`src/rtl/ovr_regs_pkg.sv`:
```
// Constants for the over-range, init status and power-mode register slice.
// Assumes the serial port uses a 24-bit frame: R/W, 15 address bits, 8 data bits.
package ovr_regs_pkg;

   // Register byte addresses on the serial port
   localparam logic [14:0] ADDR_OVR_THRESH = 15'h0211;
   localparam logic [14:0] ADDR_OVERRANGE_OUTPUT_CONFIG    = 15'h0213;
   localparam logic [14:0] ADDR_INIT_STAT  = 15'h0270;
   localparam logic [14:0] ADDR_PM_B       = 15'h029a;
   localparam logic [14:0] ADDR_PM_C       = 15'h029b;
   localparam logic [14:0] ADDR_PM_D       = 15'h029c;

   // Reset values
   localparam logic [7:0] RST_OVR_THRESH = 8'hf2;
   localparam logic [7:0] RST_OVERRANGE_OUTPUT_CONFIG    = 8'h07;
   localparam logic [7:0] RST_READ_NONE  = 8'h00;

   // Power-mode codes
   localparam logic [7:0] PM_B_LOW = 8'h06;
   localparam logic [7:0] PM_B_HP  = 8'h0f;
   localparam logic [7:0] PM_C_LOW = 8'h00;
   localparam logic [7:0] PM_C_HP  = 8'h04;
   localparam logic [7:0] PM_D_LOW = 8'h14;
   localparam logic [7:0] PM_D_HP  = 8'h1b;

   // Field positions
   localparam int OVERRANGE_OUTPUT_ENABLE_BIT    = 3;
   localparam int OVR_EXP_MSB   = 2;
   localparam int OVR_EXP_LSB   = 0;
   localparam int INIT_DONE_BIT = 0;

   // Serial frame layout, counted in clock-in bits
   localparam logic [4:0] HDR_LAST_BIT  = 5'h0f;
   localparam logic [4:0] FRAME_LAST_BIT = 5'h17;
   localparam logic [4:0] DATA_FIRST_BIT = 5'h10;

   // Pulse stretch: base length times two to the exponent
   localparam logic [9:0] STRETCH_BASE = 10'h004;
   localparam int         THR_SHIFT    = 3;

   function automatic logic [9:0] min_len(input logic [2:0] exp);
      min_len = STRETCH_BASE << exp;
   endfunction

endpackage

```
`src/rtl/overrange_output_config_if.sv`:
```
// Over-range settings shared from the register slice to the channel detectors.
// Assumes one driver (the register slice) and any number of readers.
`timescale 1ns/1ps
interface overrange_output_config_if;
   logic       en;
   logic [2:0] exp;
   logic [7:0] thr;
   modport src  (output en, output exp, output thr);
   modport chan (input en, input exp, input thr);
endinterface

```
`src/rtl/ovr_channel.sv`:
```
// One channel's over-range detector and pulse stretcher.
// Assumes samples are signed and arrive on ref_clk, the sampling clock.
`timescale 1ns/1ps
module ovr_channel
   import ovr_regs_pkg::*;
#(
   parameter int SAMPLE_W = 12
) (
   input  wire logic                ref_clk,
   input  wire logic                rst,
   overrange_output_config_if.chan                  cfg,
   input  wire logic [SAMPLE_W-1:0] sample,
   output logic                     out_q
);

   logic [SAMPLE_W-1:0] mag;
   logic [SAMPLE_W-1:0] level;
   logic                hit;
   logic [9:0]          cnt_q;
   logic [9:0]          hi_len_q;

   // threshold over 256 of full scale
   always_comb begin
      mag   = sample[SAMPLE_W-1] ? SAMPLE_W'(-sample) : sample;
      level = SAMPLE_W'({cfg.thr, THR_SHIFT'(0)}) << (SAMPLE_W - 1 - 8 - THR_SHIFT);
      hit   = mag >= level;
   end

   // load or reload the hold count
   always_ff @(posedge ref_clk) begin
      if (rst) begin
         cnt_q <= '0;
      end else if (hit) begin
         cnt_q <= min_len(cfg.exp) - 10'h001;
      end else if (cnt_q != '0) begin
         cnt_q <= cnt_q - 10'h001;
      end
   end

   always_ff @(posedge ref_clk) begin
      if (rst) begin
         out_q <= 1'b0;
      end else begin
         out_q <= cfg.en & (hit | (cnt_q != '0));
      end
   end

   always_ff @(posedge ref_clk) begin
      if (rst) begin
         hi_len_q <= '0;
      end else begin
         hi_len_q <= out_q ? hi_len_q + 10'h001 : '0;
      end
   end

   property p_forced_low;
      @(posedge ref_clk) disable iff (rst)
      !cfg.en |=> !out_q;
   endproperty
   a_forced_low: assert property (p_forced_low)
      else $error("over-range pin high while disabled");

   property p_min_width;
      @(posedge ref_clk) disable iff (rst)
      $fell(out_q) && $past(cfg.en) && $stable(cfg.exp) |-> hi_len_q >= min_len(cfg.exp);
   endproperty
   a_min_width: assert property (p_min_width)
      else $error("over-range pulse shorter than minimum");

   property p_detect;
      @(posedge ref_clk) disable iff (rst)
      cfg.en && hit |=> out_q;
   endproperty
   a_detect: assert property (p_detect)
      else $error("over-range level missed");

   property p_restart;
      @(posedge ref_clk) disable iff (rst)
      out_q && hit |=> cnt_q == min_len($past(cfg.exp)) - 10'h001;
   endproperty
   a_restart: assert property (p_restart)
      else $error("hold count not restarted");

endmodule

```
`src/rtl/ovr_init_power_regs.sv`:
```
// Serial-port register slice: over-range settings, init status, power modes.
// Assumes serial pins are asynchronous to ref_clk and sclk runs below ref_clk/8.
// How it works
// - Over-range pins follow detection only while the enable bit is set, else low.
// - Each over-range pulse lasts at least four times two-to-the-exponent cycles.
// - A channel flags when sample magnitude reaches threshold over 256 of full scale.
// - Init status bit reads 0 until internal start-up finishes, then 1.
// - Second power-mode register: 0x06 low power, 0x0f high performance, reset 0x0f.
// - Third power-mode register: 0x00 low power, 0x04 high performance, reset 0x04.
// - Fourth power-mode register: 0x14 low power, 0x1b high performance, reset 0x1b.
`timescale 1ns/1ps
module ovr_init_power_regs
   import ovr_regs_pkg::*;
#(
   parameter int NUM_CH      = 4,
   parameter int SAMPLE_W    = 12,
   parameter int INIT_CYCLES = 256
) (
   input  wire logic                           ref_clk,
   input  wire logic                           rst,
   input  wire logic                           spi_sclk,
   input  wire logic                           spi_cs_n,
   input  wire logic                           spi_sdi,
   output logic                                spi_sdo,
   output logic                                spi_sdo_oe,
   input  wire logic [NUM_CH-1:0][SAMPLE_W-1:0] sample,
   output logic                                overrange_out_a,
   output logic                                overrange_out_b,
   output logic                                overrange_out_c,
   output logic                                overrange_out_d,
   output logic [7:0]                          power_mode_code_b,
   output logic [7:0]                          power_mode_code_c,
   output logic [7:0]                          power_mode_code_d
);

   logic        cs_n_s1, cs_n_s2;
   logic        sclk_s1, sclk_s2, sclk_s3;
   logic        sdi_s1, sdi_s2;
   logic        active;
   logic        rise;
   logic        fall;
   logic [4:0]  bit_cnt_q;
   logic [22:0] shift_q;
   logic        hdr_rd_q;
   logic [14:0] hdr_addr_q;
   logic [7:0]  rd_sh_q;
   logic [7:0]  rd_data;
   logic [14:0] hdr_addr;
   logic        wr_stb;
   logic [7:0]  wr_data;
   logic [7:0]  ovr_thr_q;
   logic [7:0]  overrange_output_config_q;
   logic [7:0]  pm_b_q;
   logic [7:0]  pm_c_q;
   logic [7:0]  pm_d_q;
   logic        init_done_q;
   logic [$clog2(INIT_CYCLES+1)-1:0] init_cnt_q;
   logic [NUM_CH-1:0] ovr_q;

   // Two-stage synchronisers; edge detect reads only the second stage onward
   always_ff @(posedge ref_clk) begin
      if (rst) begin
         cs_n_s1 <= 1'b1;
         cs_n_s2 <= 1'b1;
         sclk_s1 <= 1'b0;
         sclk_s2 <= 1'b0;
         sclk_s3 <= 1'b0;
         sdi_s1  <= 1'b0;
         sdi_s2  <= 1'b0;
      end else begin
         cs_n_s1 <= spi_cs_n;
         cs_n_s2 <= cs_n_s1;
         sclk_s1 <= spi_sclk;
         sclk_s2 <= sclk_s1;
         sclk_s3 <= sclk_s2;
         sdi_s1  <= spi_sdi;
         sdi_s2  <= sdi_s1;
      end
   end

   assign active   = ~cs_n_s2;
   assign rise     = active & sclk_s2 & ~sclk_s3;
   assign fall     = active & ~sclk_s2 & sclk_s3;
   assign hdr_addr = {shift_q[13:0], sdi_s2};
   assign wr_data  = {shift_q[6:0], sdi_s2};
   assign wr_stb   = rise & (bit_cnt_q == FRAME_LAST_BIT) & ~hdr_rd_q;

   // Frame shifter; deselect abandons a partial frame
   always_ff @(posedge ref_clk) begin
      if (rst || !active) begin
         bit_cnt_q <= '0;
         shift_q   <= '0;
      end else if (rise) begin
         shift_q   <= {shift_q[21:0], sdi_s2};
         bit_cnt_q <= (bit_cnt_q == FRAME_LAST_BIT) ? '0 : bit_cnt_q + 5'h01;
      end
   end

   always_ff @(posedge ref_clk) begin
      if (rst) begin
         hdr_rd_q   <= 1'b0;
         hdr_addr_q <= '0;
      end else if (rise && bit_cnt_q == HDR_LAST_BIT) begin
         hdr_rd_q   <= shift_q[14];
         hdr_addr_q <= hdr_addr;
      end
   end

   // Unmapped addresses read as zero
   always_comb begin
      rd_data = RST_READ_NONE;
      case (hdr_addr)
         ADDR_OVR_THRESH: rd_data = ovr_thr_q;
         ADDR_OVERRANGE_OUTPUT_CONFIG:    rd_data = overrange_output_config_q;
         ADDR_INIT_STAT:  rd_data = {7'h00, init_done_q};
         ADDR_PM_B:       rd_data = pm_b_q;
         ADDR_PM_C:       rd_data = pm_c_q;
         ADDR_PM_D:       rd_data = pm_d_q;
         default:         rd_data = RST_READ_NONE;
      endcase
   end

   // Read data shifts out on falling sclk, MSB first
   always_ff @(posedge ref_clk) begin
      if (rst) begin
         rd_sh_q <= '0;
         spi_sdo <= 1'b0;
      end else if (rise && bit_cnt_q == HDR_LAST_BIT) begin
         rd_sh_q <= rd_data;
      end else if (fall && bit_cnt_q >= DATA_FIRST_BIT) begin
         spi_sdo <= rd_sh_q[7];
         rd_sh_q <= {rd_sh_q[6:0], 1'b0};
      end
   end

   always_ff @(posedge ref_clk) begin
      if (rst) begin
         spi_sdo_oe <= 1'b0;
      end else begin
         spi_sdo_oe <= active;
      end
   end

   // Reserved upper bits are stored as written, host keeps them zero
   always_ff @(posedge ref_clk) begin
      if (rst) begin
         ovr_thr_q <= RST_OVR_THRESH;
         overrange_output_config_q <= RST_OVERRANGE_OUTPUT_CONFIG;
      end else if (wr_stb && hdr_addr_q == ADDR_OVR_THRESH) begin
         ovr_thr_q <= wr_data;
      end else if (wr_stb && hdr_addr_q == ADDR_OVERRANGE_OUTPUT_CONFIG) begin
         overrange_output_config_q <= wr_data;
      end
   end

   // power-mode codes, high performance after reset
   always_ff @(posedge ref_clk) begin
      if (rst) begin
         pm_b_q <= PM_B_HP;
         pm_c_q <= PM_C_HP;
         pm_d_q <= PM_D_HP;
      end else if (wr_stb) begin
         if (hdr_addr_q == ADDR_PM_B) pm_b_q <= wr_data;
         if (hdr_addr_q == ADDR_PM_C) pm_c_q <= wr_data;
         if (hdr_addr_q == ADDR_PM_D) pm_d_q <= wr_data;
      end
   end

   always_ff @(posedge ref_clk) begin
      if (rst) begin
         power_mode_code_b <= PM_B_HP;
         power_mode_code_c <= PM_C_HP;
         power_mode_code_d <= PM_D_HP;
      end else begin
         power_mode_code_b <= pm_b_q;
         power_mode_code_c <= pm_c_q;
         power_mode_code_d <= pm_d_q;
      end
   end

   // init finishes a fixed time after reset
   always_ff @(posedge ref_clk) begin
      if (rst) begin
         init_cnt_q  <= '0;
         init_done_q <= 1'b0;
      end else if (!init_done_q) begin
         init_cnt_q  <= init_cnt_q + 1'b1;
         init_done_q <= (init_cnt_q == ($bits(init_cnt_q))'(INIT_CYCLES - 1));
      end
   end

   overrange_output_config_if cfg ();
   assign cfg.en  = overrange_output_config_q[OVERRANGE_OUTPUT_ENABLE_BIT];
   assign cfg.exp = overrange_output_config_q[OVR_EXP_MSB:OVR_EXP_LSB];
   assign cfg.thr = ovr_thr_q;

   for (genvar i = 0; i < NUM_CH; i++) begin : g_ch
      ovr_channel #(
         .SAMPLE_W (SAMPLE_W)
      ) u_ch (
         .ref_clk (ref_clk),
         .rst     (rst),
         .cfg     (cfg.chan),
         .sample  (sample[i]),
         .out_q   (ovr_q[i])
      );
   end

   // Pins come straight from the channel flops
   assign overrange_out_a = ovr_q[0];
   assign overrange_out_b = ovr_q[1];
   assign overrange_out_c = ovr_q[2];
   assign overrange_out_d = ovr_q[3];

   property p_init_time;
      @(posedge ref_clk) disable iff (rst)
      $rose(init_done_q) |-> $past(init_cnt_q) == ($bits(init_cnt_q))'(INIT_CYCLES - 1);
   endproperty
   a_init_time: assert property (p_init_time)
      else $error("init done at wrong time");

   property p_pm_b;
      @(posedge ref_clk) disable iff (rst)
      wr_stb && hdr_addr_q == ADDR_PM_B |=> ##1 power_mode_code_b == $past(wr_data, 2);
   endproperty
   a_pm_b: assert property (p_pm_b)
      else $error("power mode b write not applied");

   property p_pm_c;
      @(posedge ref_clk)
      rst ##1 !rst |-> power_mode_code_c == PM_C_HP;
   endproperty
   a_pm_c: assert property (p_pm_c)
      else $error("power mode c reset value wrong");

   property p_pm_d;
      @(posedge ref_clk) disable iff (rst)
      !(wr_stb && hdr_addr_q == ADDR_PM_D) |=> pm_d_q == $past(pm_d_q);
   endproperty
   a_pm_d: assert property (p_pm_d)
      else $error("power mode d changed without write");

endmodule

```
`config.mk`:
```
export PLATFORM = sky130hd
export DESIGN_NAME = ovr_init_power_regs
export DESIGN_NICKNAME = d
export VERILOG_FILES = /design/src/rtl/ovr_regs_pkg.sv /design/src/rtl/overrange_output_config_if.sv /design/src/rtl/ovr_channel.sv /design/src/rtl/ovr_init_power_regs.sv
export SDC_FILE = /design/constraint.sdc
export NUM_CORES = 1
export LEC_CHECK = 0
export BUFFER_PORTS_ARGS = -buffer_cell sky130_fd_sc_hd__buf_2
export CAP_MARGIN = 5
export CORE_ASPECT_RATIO = 2
export CORE_MARGIN = 5
export CORE_UTILIZATION = 54
export DETAILED_ROUTE_END_ITERATION = 16
export PLACE_DENSITY_LB_ADDON = 0.05
export SETUP_SLACK_MARGIN = 0.2
export SLEW_MARGIN = 20
export SYNTH_ARGS = -nofsm -noshare
export SYNTH_HDL_FRONTEND = slang
export SYNTH_SLANG_ARGS = --single-unit
export TNS_END_PERCENT = 50
```
`constraint.sdc`:
```
create_clock -name ref_clk -period 3.7 [get_ports ref_clk]
set_clock_uncertainty 0.15 [all_clocks]
set_input_delay 0.925 -clock ref_clk [delete_from_list [all_inputs] [get_ports ref_clk]]
set_output_delay 0.925 -clock ref_clk [all_outputs]
set_load 0.01 [all_outputs]
```
[Yosys cells after proc, flatten, opt, wreduce, memory -nomap -nowiden]
Cells that the tools add are included.
Word-level totals
  flip-flop bits (word level): 171
  word-level logic and storage cells: 119
Cells by class
  add/sub/neg operators: 11
  magnitude comparators: 5
  equality and inequality tests: 14
  shift operators: 1
  muxes and demuxes: 17
  bitwise gates (word level): 20
  reductions and logical operators: 19
Operators by type and width (count)
  $eq 15x10->1 const B: 11
  $mux 10: 8
  $sub 10x1->10 const B: 5
  $ge 12x11->1: 4
  $mux 12: 4
  $neg 12->12: 4
  $pmux 8 s6: 1
  $reduce_bool 10->1: 4
  $mux 8: 2
  $and 1x1->1: 10
  $reduce_and 2->1: 5
  $reduce_bool 2->1: 5
  $shl 3x3->10 const A: 1
  $add 9x1->9 const B: 1
  $eq 9x8->1 const B: 1
  $not 1->1: 6
  $add 5x1->5 const B: 1
  $eq 5x4->1 const B: 1
  $eq 5x5->1 const B: 1
  $ge 5x5->1 const B: 1
  $mux 5: 1
  $logic_and 1x1->1: 4
  $or 1x1->1: 4
  $logic_or 1x1->1: 1
  $mux 1: 1

[Longest topological paths before layout]
Gate-level depths: netlist of the first run.
  depth after elaboration: 8
  mapped depth: 12
  depth with buffers taken out: 11

[Hierarchy]
From an unflattened synthesis of the first run, not the netlist that was laid out.
Unflattened totals
  cells, all modules: 1032
  area total of the unflattened synthesis: 9342.7 µm²
Modules (own cells, without submodules)
  ovr_init_power_regs: instances 1, cells each 552, area an instance 5158.7 µm²
  ovr_channel: instances 4, cells each 120, area an instance 1046.0 µm²

[Worst setup path before layout of the first run]
Ideal clock, no wire load.
  path type: input to register
  from: in sample[27] (netlist bit)
  to: reg g_ch[2].u_ch.cnt_q[4]
  setup time: 0.121 ns
  arrival: 3.598 ns
  required time: 3.429 ns
  setup slack: -0.168 ns
  stages: 11
  path through: or4_1 or3_1 nand2_1 xnor2_1 ha_1 a21o_1 a21oi_1 o21ai_0 a41oi_1 clkbuf_1 mux2_2
Between the ends
  cells in the longest elaborated chain, start to end: 4
Ends and longest elaborated chain
  from (decl): RTL line ovr_init_power_regs.sv:26  | input wire logic [NUM_CH-1:0][SAMPLE_W-1:0] sample,
  $neg 12->12: RTL line ovr_channel.sv:24  | mag = sample[SAMPLE_W-1] ? SAMPLE_W'(-sample) : sample;
  $mux 12 *: RTL line ovr_channel.sv:24
  $ge 12x11->1 *: RTL line ovr_channel.sv:26  | hit = mag >= level;
  $mux 10 / $reduce_bool 2->1 (equally long branches)
  to (signal assigned): RTL line ovr_channel.sv:34  | cnt_q <= min_len(cfg.exp) - 10'h001;
  to (signal assigned): RTL line ovr_channel.sv:36  | cnt_q <= cnt_q - 10'h001;
  to (decl): RTL line ovr_channel.sv:19  | logic [9:0] cnt_q;
Mark *: on every way between the ends. The rest lies on a longest branch, timed or not.
A chain may end at the register's enable or synchronous reset.

[Worst setup path in the final report of the first run]
  from: in sample[3] (netlist bit)
  to: reg g_ch[0].u_ch.cnt_q[4]
Between the ends
  cells in the longest elaborated chain, start to end: 4
Ends and longest elaborated chain (RTL line)
  $neg 12->12: ovr_channel.sv:24
  $mux 12 *: ovr_channel.sv:24
  $ge 12x11->1 *: ovr_channel.sv:26
  $mux 10 / $reduce_bool 2->1 (equally long branches)
  to (signal assigned): ovr_channel.sv:34
  to (signal assigned): ovr_channel.sv:36
  to (decl): ovr_channel.sv:19
Marked as above.

==> results.toml, run 1 <==
[status]
outcome = "completed"

[synth]
syn_avg_cell_area_um2 = 8.63
synthTopCellsByCount = "171 x dfxtp_1, 127 x nand2_1, 95 x nor2_1"
synth.area.top_cells = "dfxtp_1 39%, ha_1 6.0%, nand2_1 5.4%"
yosysMostFrequentCell = "dfxtp_1"
ys.warnings.count = 0
yosysSeqAreaShare = 0.390
yosysTopAreaCell = "dfxtp_1"
synth_top_area_frac = 0.390
synth_top_flop_cell = "dfxtp_1"
syn_inst = 1016
synthesis.nets = 1111
synth_area_um2 = 8770
synth_seq_cells = 171
yosysUniqueCellTypes = 59
async_flop_share = 0
synth-edff-count = 0

[power_and_ir_drop]
power_mw = 5.44
p_sw_mw = 1.65
combPwrFrac = 0.240
netSwitchingFraction = 0.304
ir_drop_mv = 0.515
p_int_mw = 3.79
clkPwrFrac = 0.356
pwr-share-seq = 0.404
power.density_nw_per_um2 = 528
p_leak_nw = 4.16

[route]
drtPass1Iterations = 5
drtAntennaViolNets = 0
vias = 7392
routed_via_density = 5.58
routed_wl_um = 20200
drc = 0
first_iter_violations = 359
wl_per_cell_um = 15.3

[timing]
whs_ns = 0.281
layout_min_cycle_time_ns = 3.49
rsz0062_at_grt = "true"
hold_viol = 0
fin_setup_tns_ns = 0
fin_crit_sh = 0.945
report.final.slew_viol_count = 0
setup_violations = 0
slew_headroom = 0.388
fmax_ghz = 0.286
worstMarginPinSlew_ns = 0.916

[clocking]
root_buffer = "clkbuf_16"
clock_tree.buffer_depth = 2
clk_pin_slew_worst_paths_ns = 0.07
worstSkewPairLatency_ns = 0.43
cts_tree = "done"
cts_sinks = 171
htree_levels = 4
cts_buffers = 17

[worst_setup_path]
worstSetupEndpointType = "flop"
critPathKind = "primary input to flop"
arrival_ns = 3.66
crit_fanout = 8
startpoint_type = "primary input"
crit_required_ns = 3.87
r2r_slack_ns = 0.83

[floorplan]
start_util = 0.545
coreArea_um2 = 16100
rows = 66
die_y_um = 190
die_w_um = 100
dieArea_um2 = 19000
ioPinCount = 83

[layout]
fillers = 1410
final_cells = 1324
areaGrowthSynthToFinish_pct = 17.4
nets = 1202
stdcell_area_um2 = 10300
insertedDiodeCount = 0
drive_gt1_frac = 0.196

[placement]
numPortBuffers = 82
place_inst = 1290
placed_cell_area_um2 = 9610
hpwl_um = 14400
gp_congestion = 0.875

[grt]
grt_max_degree = 69
grt_overflow = 0
grt_usage = 0.214
antenna_found_initial = 0
grt_pass1_wl_um = 33500
grt_pass1_vias = 7086

[hold_path]
hold_class = "flop to flop"

[run]
max_cap_violations = 0
power by group through the flow:
| stage | Combinational (mW) | Sequential (mW) | Clock (mW) |
|---|---|---|---|
| 4_1_cts | 1.31 | 2.20 | 1.97 |
| 5_1_grt | 1.48 | 2.23 | 2.05 |
| 3_5_place_dp | 1.29 | 2.24 | 0 |
| 6_report | 1.30 | 2.20 | 1.94 |
| 2_1_floorplan | 1.07 | 2.19 | 0 |
| 3_3_place_gp | 1.27 | 2.23 | 0 |
flip-flops by register name (all words and copies together), names as in the netlist, 4 cells and up:
signal	cells
bit_cnt_q	5
power_mode_code_b	8
shift_q	15
power_mode_code_c	8
pm_d_q	8
power_mode_code_d	8
g_ch.u_ch.out_q	4
cfg.thr	8
rd_sh_q	8
g_ch.u_ch.cnt_q	40
init_cnt_q	9
hdr_addr_q	15
pm_c_q	8
overrange_output_config_q	8
pm_b_q	8
through the flow:
step,util,setup slack [ns]
after global placement,0.597,-0.185
after CTS,0.637,0.222
after detailed placement,0.597,-0.230
final,0.639,0.205
after floorplan,-,-0.105
after global routing,0.639,0.143
path summary, 6_finish.rpt:
check / from / end / depth (start not counted)
setup / recovery: sample[3] / g_ch[0].u_ch.cnt_q[4]$_SDFFE_PP0P_ / 10
hold / removal: cs_n_s1$_SDFF_PP1_ / cs_n_s2$_SDFF_PP1_ / 1
setup reg to reg: cs_n_s2$_SDFF_PP1_ / pm_b_q[4]$_SDFFE_PP0P_ / 6
hold reg to reg: cs_n_s1$_SDFF_PP1_ / cs_n_s2$_SDFF_PP1_ / 1
layer usage:
| metal | part of all wire | global-route usage | vias up | routed length (um) |
|---|---|---|---|---|
| met5 | 0 | 0 | - | 0 |
| met4 | 0.027 | 0.0867 | 0 | 541 |
| met3 | 0.044 | 0.0341 | 35 | 883 |
| met2 | 0.48 | 0.357 | 172 | 9780 |
| met1 | 0.45 | 0.274 | 3474 | 9030 |
| li1 | - | - | 3711 | - |
cell type report:
cell class,count,area [um2],share of cell area
inverters,39,146,0.0142
clock inverters,15,228,0.0221
repair buffers,121,728,0.0707
well taps,204,255,0.0248
clock buffers,17,425,0.0413
multi-input cells,757,5090,0.494
flip-flops and latches,171,3420,0.332
worst max-delay path, cell delays in order:
cell and delay, ns:
buf_6 0.09, or4_4 0.52, or4_4 0.45, or4_4 0.46, nand2_4 0.09, xnor2_2 0.06
ha_1 0.30, o2111ai_1 0.16, o311ai_4 0.19, mux2_2 0.40
kinds of logic after synthesis:
kind of cell	count (synthesis)	synth area share
compound gates	185	0.134
buf+inv	88	0.0409
flops	171	0.390
simple gates	402	0.236
fa+ha+maj	42	0.0599
mux	54	0.0653
xor+xnor	74	0.0739
repair_timing:
action | CTS | global route
resized for setup | 0 | 4
endpoints found under the setup margin | 0 | 17
hold buffers | 0 | 0
buffers inserted | 0 | 2
layout by cell type, fill, tap and decap left out, drive strengths merged, types with 23 or more instances in the layout:
cell type	instances
xnor2	50
inv	46
dfxtp	171
nor2b	27
nor2	95
o21ai	30
mux2i	34
nor3	23
nand2	127
a21oi	81
xor2	24
ha	42
buf	121
Note: power is estimated with default switching activity, not from simulation.
==> run 2: changes to the inputs <==
- CORE_UTILIZATION: 54 -> 35
- SYNTH_HIERARCHICAL: default -> 1
- clock period: 3.7 -> 4.4 ns (I/O delays scaled with it)
==> run 2 against run 1 <==
  * Global-route usage is 3.1 points lower
  * Combinational power decreased by 17%
  * Register-to-register slack improved by 0.49 ns
  * Area after synthesis is 6.5% higher
  * Cell count increased by 11%
  * Sequential power down 18%
  * Clock power down 21%
  * Sequential share of layout area is 1.5 points lower
  * Core utilization shrank 23 points
  * Cell area increased by 4.9%
  * Total power down 19%
  * Synthesized cell count is 1.6% higher
==> results.toml, run 2 <==
[status]
outcome = "completed"

[clocking]
ctsHoldBuffers = 0
post_cts_resized = 0
clk_pin_slew_worst_paths_ns = 0.07
cts_sinks = 171
htree_levels = 4
root_buffer = "clkbuf_16"
cts_buffers = 17
worstSkewPairLatency_ns = 0.44
cts_setup_buffers = 0
cts_tree = "done"
clock_tree.buffer_depth = 2

[layout]
fin_util = 0.409
final_cells = 1469
stdcell_area_um2 = 10800
nets = 1205
layout_commonest_cell = "dfxtp_1"
drive_gt1_frac = 0.222
insertedDiodeCount = 0
areaGrowthSynthToFinish_pct = 15.6
largest_reg_flops = 40
reg_top3 = "g_ch.u_ch/cnt_q: 40 flops, hdr_addr_q: 15 flops, shift_q: 15 flops"
final_cell_mix = "171 x dfxtp_1, 123 x nand2_1, 95 x nor2_1, 81 x buf_2, 60 x a21oi_1"
top_register = "g_ch.u_ch/cnt_q"
fillers = 2690

[floorplan]
coreArea_um2 = 26400
die_y_um = 241
dieArea_um2 = 30300
rows = 84
die_w_um = 126
ioPinCount = 83
start_util = 0.354

[synth]
syn_avg_cell_area_um2 = 9.05
yosysTopAreaCell = "dfxtp_1"
synth-edff-count = 0
synth_compound_area_frac = 0.197
synth_simple_gate_area_frac = 0.232
syn_inst = 1032
yosysSeqAreaShare = 0.366
synth_top_family_by_area = "simple AND/OR/NAND/NOR gates"
synthesis.nets = 1125
synthTopCellsByCount = "171 x dfxtp_1, 123 x nand2_1, 95 x nor2_1"
synth_area_um2 = 9340
ys.warnings.count = 6
synthAdderAreaFrac = 0.0536
synth.area.top_cells = "dfxtp_1 37%, ha_1 5.4%, nand2_1 4.9%"
yosysMostFrequentCell = "dfxtp_1"
synthMuxAreaShare = 0.0416
synth_top_area_frac = 0.366
synth-xor-area-share = 0.0609
yosysUniqueCellTypes = 80
synth_seq_cells = 171
synth_top_flop_cell = "dfxtp_1"
async_flop_share = 0

[placement]
pre_cts_ws_ns = 0.0483
placed_cell_area_um2 = 10200
hpwl_um = 21100
numPortBuffers = 82
gp_congestion = 0.794
place_inst = 1437

[hold_path]
hold_class = "flop to flop"

[route]
routed_via_density = 5.17
drc = 0
first_iter_violations = 344
wl_per_cell_um = 18.7
drtAntennaViolNets = 0
drtPass1Iterations = 5
routed_wl_um = 27500
vias = 7602

[timing]
setup_slack_ns = 0.508
worstMarginPinSlew_ns = 0.949
layout_min_cycle_time_ns = 3.89
report.final.slew_viol_count = 0
slew_headroom = 0.366
setup_violations = 0
rsz0062_at_grt = "false"
fin_setup_tns_ns = 0
fin_crit_sh = 0.885
hold_viol = 0
fmax_ghz = 0.257
whs_ns = 0.263

[worst_setup_path]
crit_top_cell = "nand2_1"
crit_fanout = 4
cp_slowest_stage_delay_ns = 0.37
arrival_ns = 4.10
worstSetupEndpointType = "flop"
cp_top_family = "compound AO/OA/AOI/OAI gates"
critPathKind = "primary input to flop"
startpoint_type = "primary input"
path_buf_inv = 2
path_cells = "buf_2 > nor4_1 > buf_4 > nand2_1 > o21ai_0 > xnor2_1 > ha_1 > o2111ai_1 > a31oi_4 > o2111a_1 > nor2_2 > nand2_1 > ha_1 > nand2_1 > nor3_1 > xnor2_1 > a211oi_2"
crit_required_ns = 4.61
crit_slowest_cell = "nor4_1"

[run]
max_cap_violations = 0

[grt]
grt_pass1_wl_um = 43000
antenna_found_initial = 0
grt_overflow = 0
grt_usage = 0.184
grt_max_degree = 46
grt_pass1_vias = 7781

[power_and_ir_drop]
p_leak_nw = 4.39
power_mw = 4.43
power.density_nw_per_um2 = 410
ir_drop_mv = 0.351
run 2: cell types whose count changed after synthesis, moves of 8 or more:
cell | previous run | this run
inv_1 | 39 | 57
o211ai_1 | 0 | 10
o21ai_0 | 29 | 14
nand2b_1 | 22 | 2
a21oi_1 | 81 | 60
a211oi_2 | 0 | 16
a31oi_1 | 2 | 12
mux2_2 | 18 | 7
a21o_2 | 0 | 8
nor3_1 | 23 | 14
nor3b_2 | 0 | 8
run 2: cells by family after synthesis:
group,after synthesis
simple gates,393
buf+inv,109
flops,171
xor+xnor,65
fa+ha+maj,40
compound gates,216
mux,38
run 2: power breakdown:
group          switching, mW  leakage (nW)  internal, mW
registers              0.122          1.39          1.69
logic                  0.555          2.71         0.521
clock network          0.680         0.286         0.864
total                   1.36          4.39          3.07
run 2: final timing paths:
kind / slack, ns / end / from / cells past startpoint
worst max-delay path: 0.51 / g_ch[1].u_ch/cnt_q[8]$_SDFFE_PP0N_ / sample[13] / 17
worst min-delay path: 0.26 / cs_n_s2$_SDFF_PP1_ / cs_n_s1$_SDFF_PP1_ / 1
worst min register to register: 0.26 / cs_n_s2$_SDFF_PP1_ / cs_n_s1$_SDFF_PP1_ / 1
worst max register to register: 1.32 / g_ch[2].u_ch/cnt_q[8]$_SDFFE_PP0N_ / cfg.thr[0]$_SDFFE_PP0P_ / 11
run 2: per-layer routing:
| metal | vias up | global-route usage | share of wire | wire, um |
|---|---|---|---|---|
| met5 | - | 0 | 0 | 0 |
| met4 | 0 | 0.0796 | 0.036 | 1000 |
| met3 | 32 | 0.0334 | 0.024 | 653 |
| met2 | 104 | 0.377 | 0.58 | 16000 |
| met1 | 3631 | 0.173 | 0.36 | 9870 |
| li1 | 3835 | - | - | - |
run 2: area by class of cell:
class	instances	area (um2)	share of cell area
clock buffer	18	439	0.0407
clock inverter	14	156	0.0145
inverter	58	218	0.0202
multi-input combinational	752	5470	0.506
sequential	171	3420	0.317
tap	344	430	0.0399
timing repair buffer	112	663	0.0614
==> run 3: changes to the inputs <==
- CORE_UTILIZATION: 35 -> 38
- CTS_CLUSTER_DIAMETER: default -> 200
==> run 3 against run 2 <==
  * Die area is 7.4% lower
  * Core utilization rose by 3.1 points
  * Clock-buffer cell count increased by 4
  * Critical path depth shrank 2
  * Global-route usage rose by 0.82 points
  * Critical endpoint unchanged
  * Largest cell class unchanged
  * Highest routed layer unchanged
==> results.toml, run 3 (synthesis gave the netlist of run 2 again) <==
[status]
outcome = "completed"

[clocking]
htree_levels = 4
cts_buffers = 17
post_cts_resized = 0
ctsHoldBuffers = 0
cts_tree = "done"
worstSkewPairLatency_ns = 0.44
root_buffer = "clkbuf_16"
clk_pin_slew_worst_paths_ns = 0.07
cts_sinks = 171
clock_tree.buffer_depth = 2
cts_setup_buffers = 0

[worst_setup_path]
crit_required_ns = 4.61
critPathKind = "primary input to flop"
crit_fanout = 5
startpoint_type = "primary input"
path_cells = "buf_2 > or4_2 > o21ai_1 > xnor2_1 > ha_1 > o2111ai_1 > a31oi_4 > o2111a_1 > nor2_2 > nand2_1 > ha_1 > nand2_1 > nor3_1 > xnor2_1 > a211oi_2"
r2r_slack_ns = 1.32
cp_slowest_stage_delay_ns = 0.68
crit_slowest_cell = "or4_2"
worstSetupEndpointType = "flop"
arrival_ns = 4.12
path_buf_inv = 1
cp_top_family = "simple AND/OR/NAND/NOR gates"

[floorplan]
dieArea_um2 = 28000
rows = 81
start_util = 0.384
ioPinCount = 83
die_w_um = 121
coreArea_um2 = 24300
die_y_um = 232

[power_and_ir_drop]
clkPwrFrac = 0.344
power_mw = 4.41
combPwrFrac = 0.245
p_sw_mw = 1.33
ir_drop_mv = 0.300
p_int_mw = 3.07
p_leak_nw = 4.39
pwr-share-seq = 0.411
power.density_nw_per_um2 = 411
netSwitchingFraction = 0.302

[grt]
grt_pass1_wl_um = 41500
grt_max_degree = 65
antenna_found_initial = 0
grt_usage = 0.192
grt_pass1_vias = 7777
grt_overflow = 0

[route]
wl_per_cell_um = 18.7
drtPass1Iterations = 4
first_iter_violations = 243
routed_via_density = 5.42
vias = 7658
drc = 0
routed_wl_um = 26400
drtAntennaViolNets = 0

[layout]
insertedDiodeCount = 0
multi_input_area_um2 = 5470
regArea_um2 = 3420
stdcell_area_um2 = 10700
fillers = 2483
drive_gt1_frac = 0.221
largest_reg_flops = 40
reg_top3 = "g_ch.u_ch/cnt_q: 40 flops, hdr_addr_q: 15 flops, shift_q: 15 flops"
fin_util = 0.441
nets = 1203
areaGrowthSynthToFinish_pct = 14.7
top_register = "g_ch.u_ch/cnt_q"
layout_commonest_cell = "dfxtp_1"
final_cell_mix = "171 x dfxtp_1, 123 x nand2_1, 95 x nor2_1, 82 x buf_2, 60 x a21oi_1"

[timing]
setup_violations = 0
fmax_ghz = 0.256
fin_crit_sh = 0.887
setup_slack_ns = 0.496
worstMarginPinSlew_ns = 1.08
fin_setup_tns_ns = 0
report.final.slew_viol_count = 0
hold_viol = 0
slew_headroom = 0.282
rsz0062_at_grt = "false"
layout_min_cycle_time_ns = 3.90

[placement]
numPortBuffers = 82
pre_cts_ws_ns = 0.0340
hpwl_um = 20200
placed_cell_area_um2 = 10100
gp_congestion = 0.836

[run]
max_cap_violations = 0

[hold_path]
hold_class = "flop to flop"
-- run 3: worst paths after layout --
kind / start / cells past startpoint / endpoint
min reg2reg: cs_n_s1$_SDFF_PP1_ / 1 / cs_n_s2$_SDFF_PP1_
min: cs_n_s1$_SDFF_PP1_ / 1 / cs_n_s2$_SDFF_PP1_
max reg2reg: cfg.thr[0]$_SDFFE_PP0P_ / 11 / g_ch[1].u_ch/cnt_q[8]$_SDFFE_PP0N_
max: sample[13] / 15 / g_ch[1].u_ch/cnt_q[8]$_SDFFE_PP0N_
-- run 3: power groups by stage --
stage / logic (mW) / clock network, mW / registers, mW
2_1_floorplan: 0.871 / 0 / 1.80
3_3_place_gp: 1.09 / 0 / 1.85
3_5_place_dp: 1.09 / 0 / 1.85
4_1_cts: 1.09 / 1.57 / 1.81
5_1_grt: 1.21 / 1.63 / 1.83
6_report: 1.08 / 1.52 / 1.81
-- run 3: cell type report --
| class | instances | area share |
|---|---|---|
| Sequential cell | 171 | 0.319 |
| Multi-Input combinational cell | 752 | 0.510 |
| Clock inverter | 10 | 0.00957 |
| Timing Repair Buffer | 110 | 0.0603 |
| Inverter | 58 | 0.0203 |
| Tap cell | 290 | 0.0339 |
| Clock buffer | 22 | 0.0461 |
-- run 3: through the flow --
step | cells | hold slack (ns)
global route | 1413 | 0.281
detailed placement | 1381 | 0.248
floorplan | 1032 | 0.239
CTS | 1413 | 0.264
finish | 1413 | 0.259
global placement | 1381 | 0.241
-- run 3: metal layers --
metal,up-vias,share of wire,track usage,wire [um]
met4,0,0.036,0.0858,959
met3,51,0.024,0.0319,627
li1,3829,-,-,-
met5,-,0,0,0
met2,127,0.58,0.382,15200
met1,3651,0.36,0.187,9600
-- run 3: worst reg2reg max path, stage by stage, from the launching register on --
cell	delay [ns]
dfxtp_1	0.62
ha_1	0.21
or4b_4	0.48
a31oi_4	0.24
o2111a_1	0.29
nor2_2	0.08
nand2_1	0.07
ha_1	0.24
nand2_1	0.11
nor3_1	0.20
xnor2_1	0.10
a211oi_2	0.21
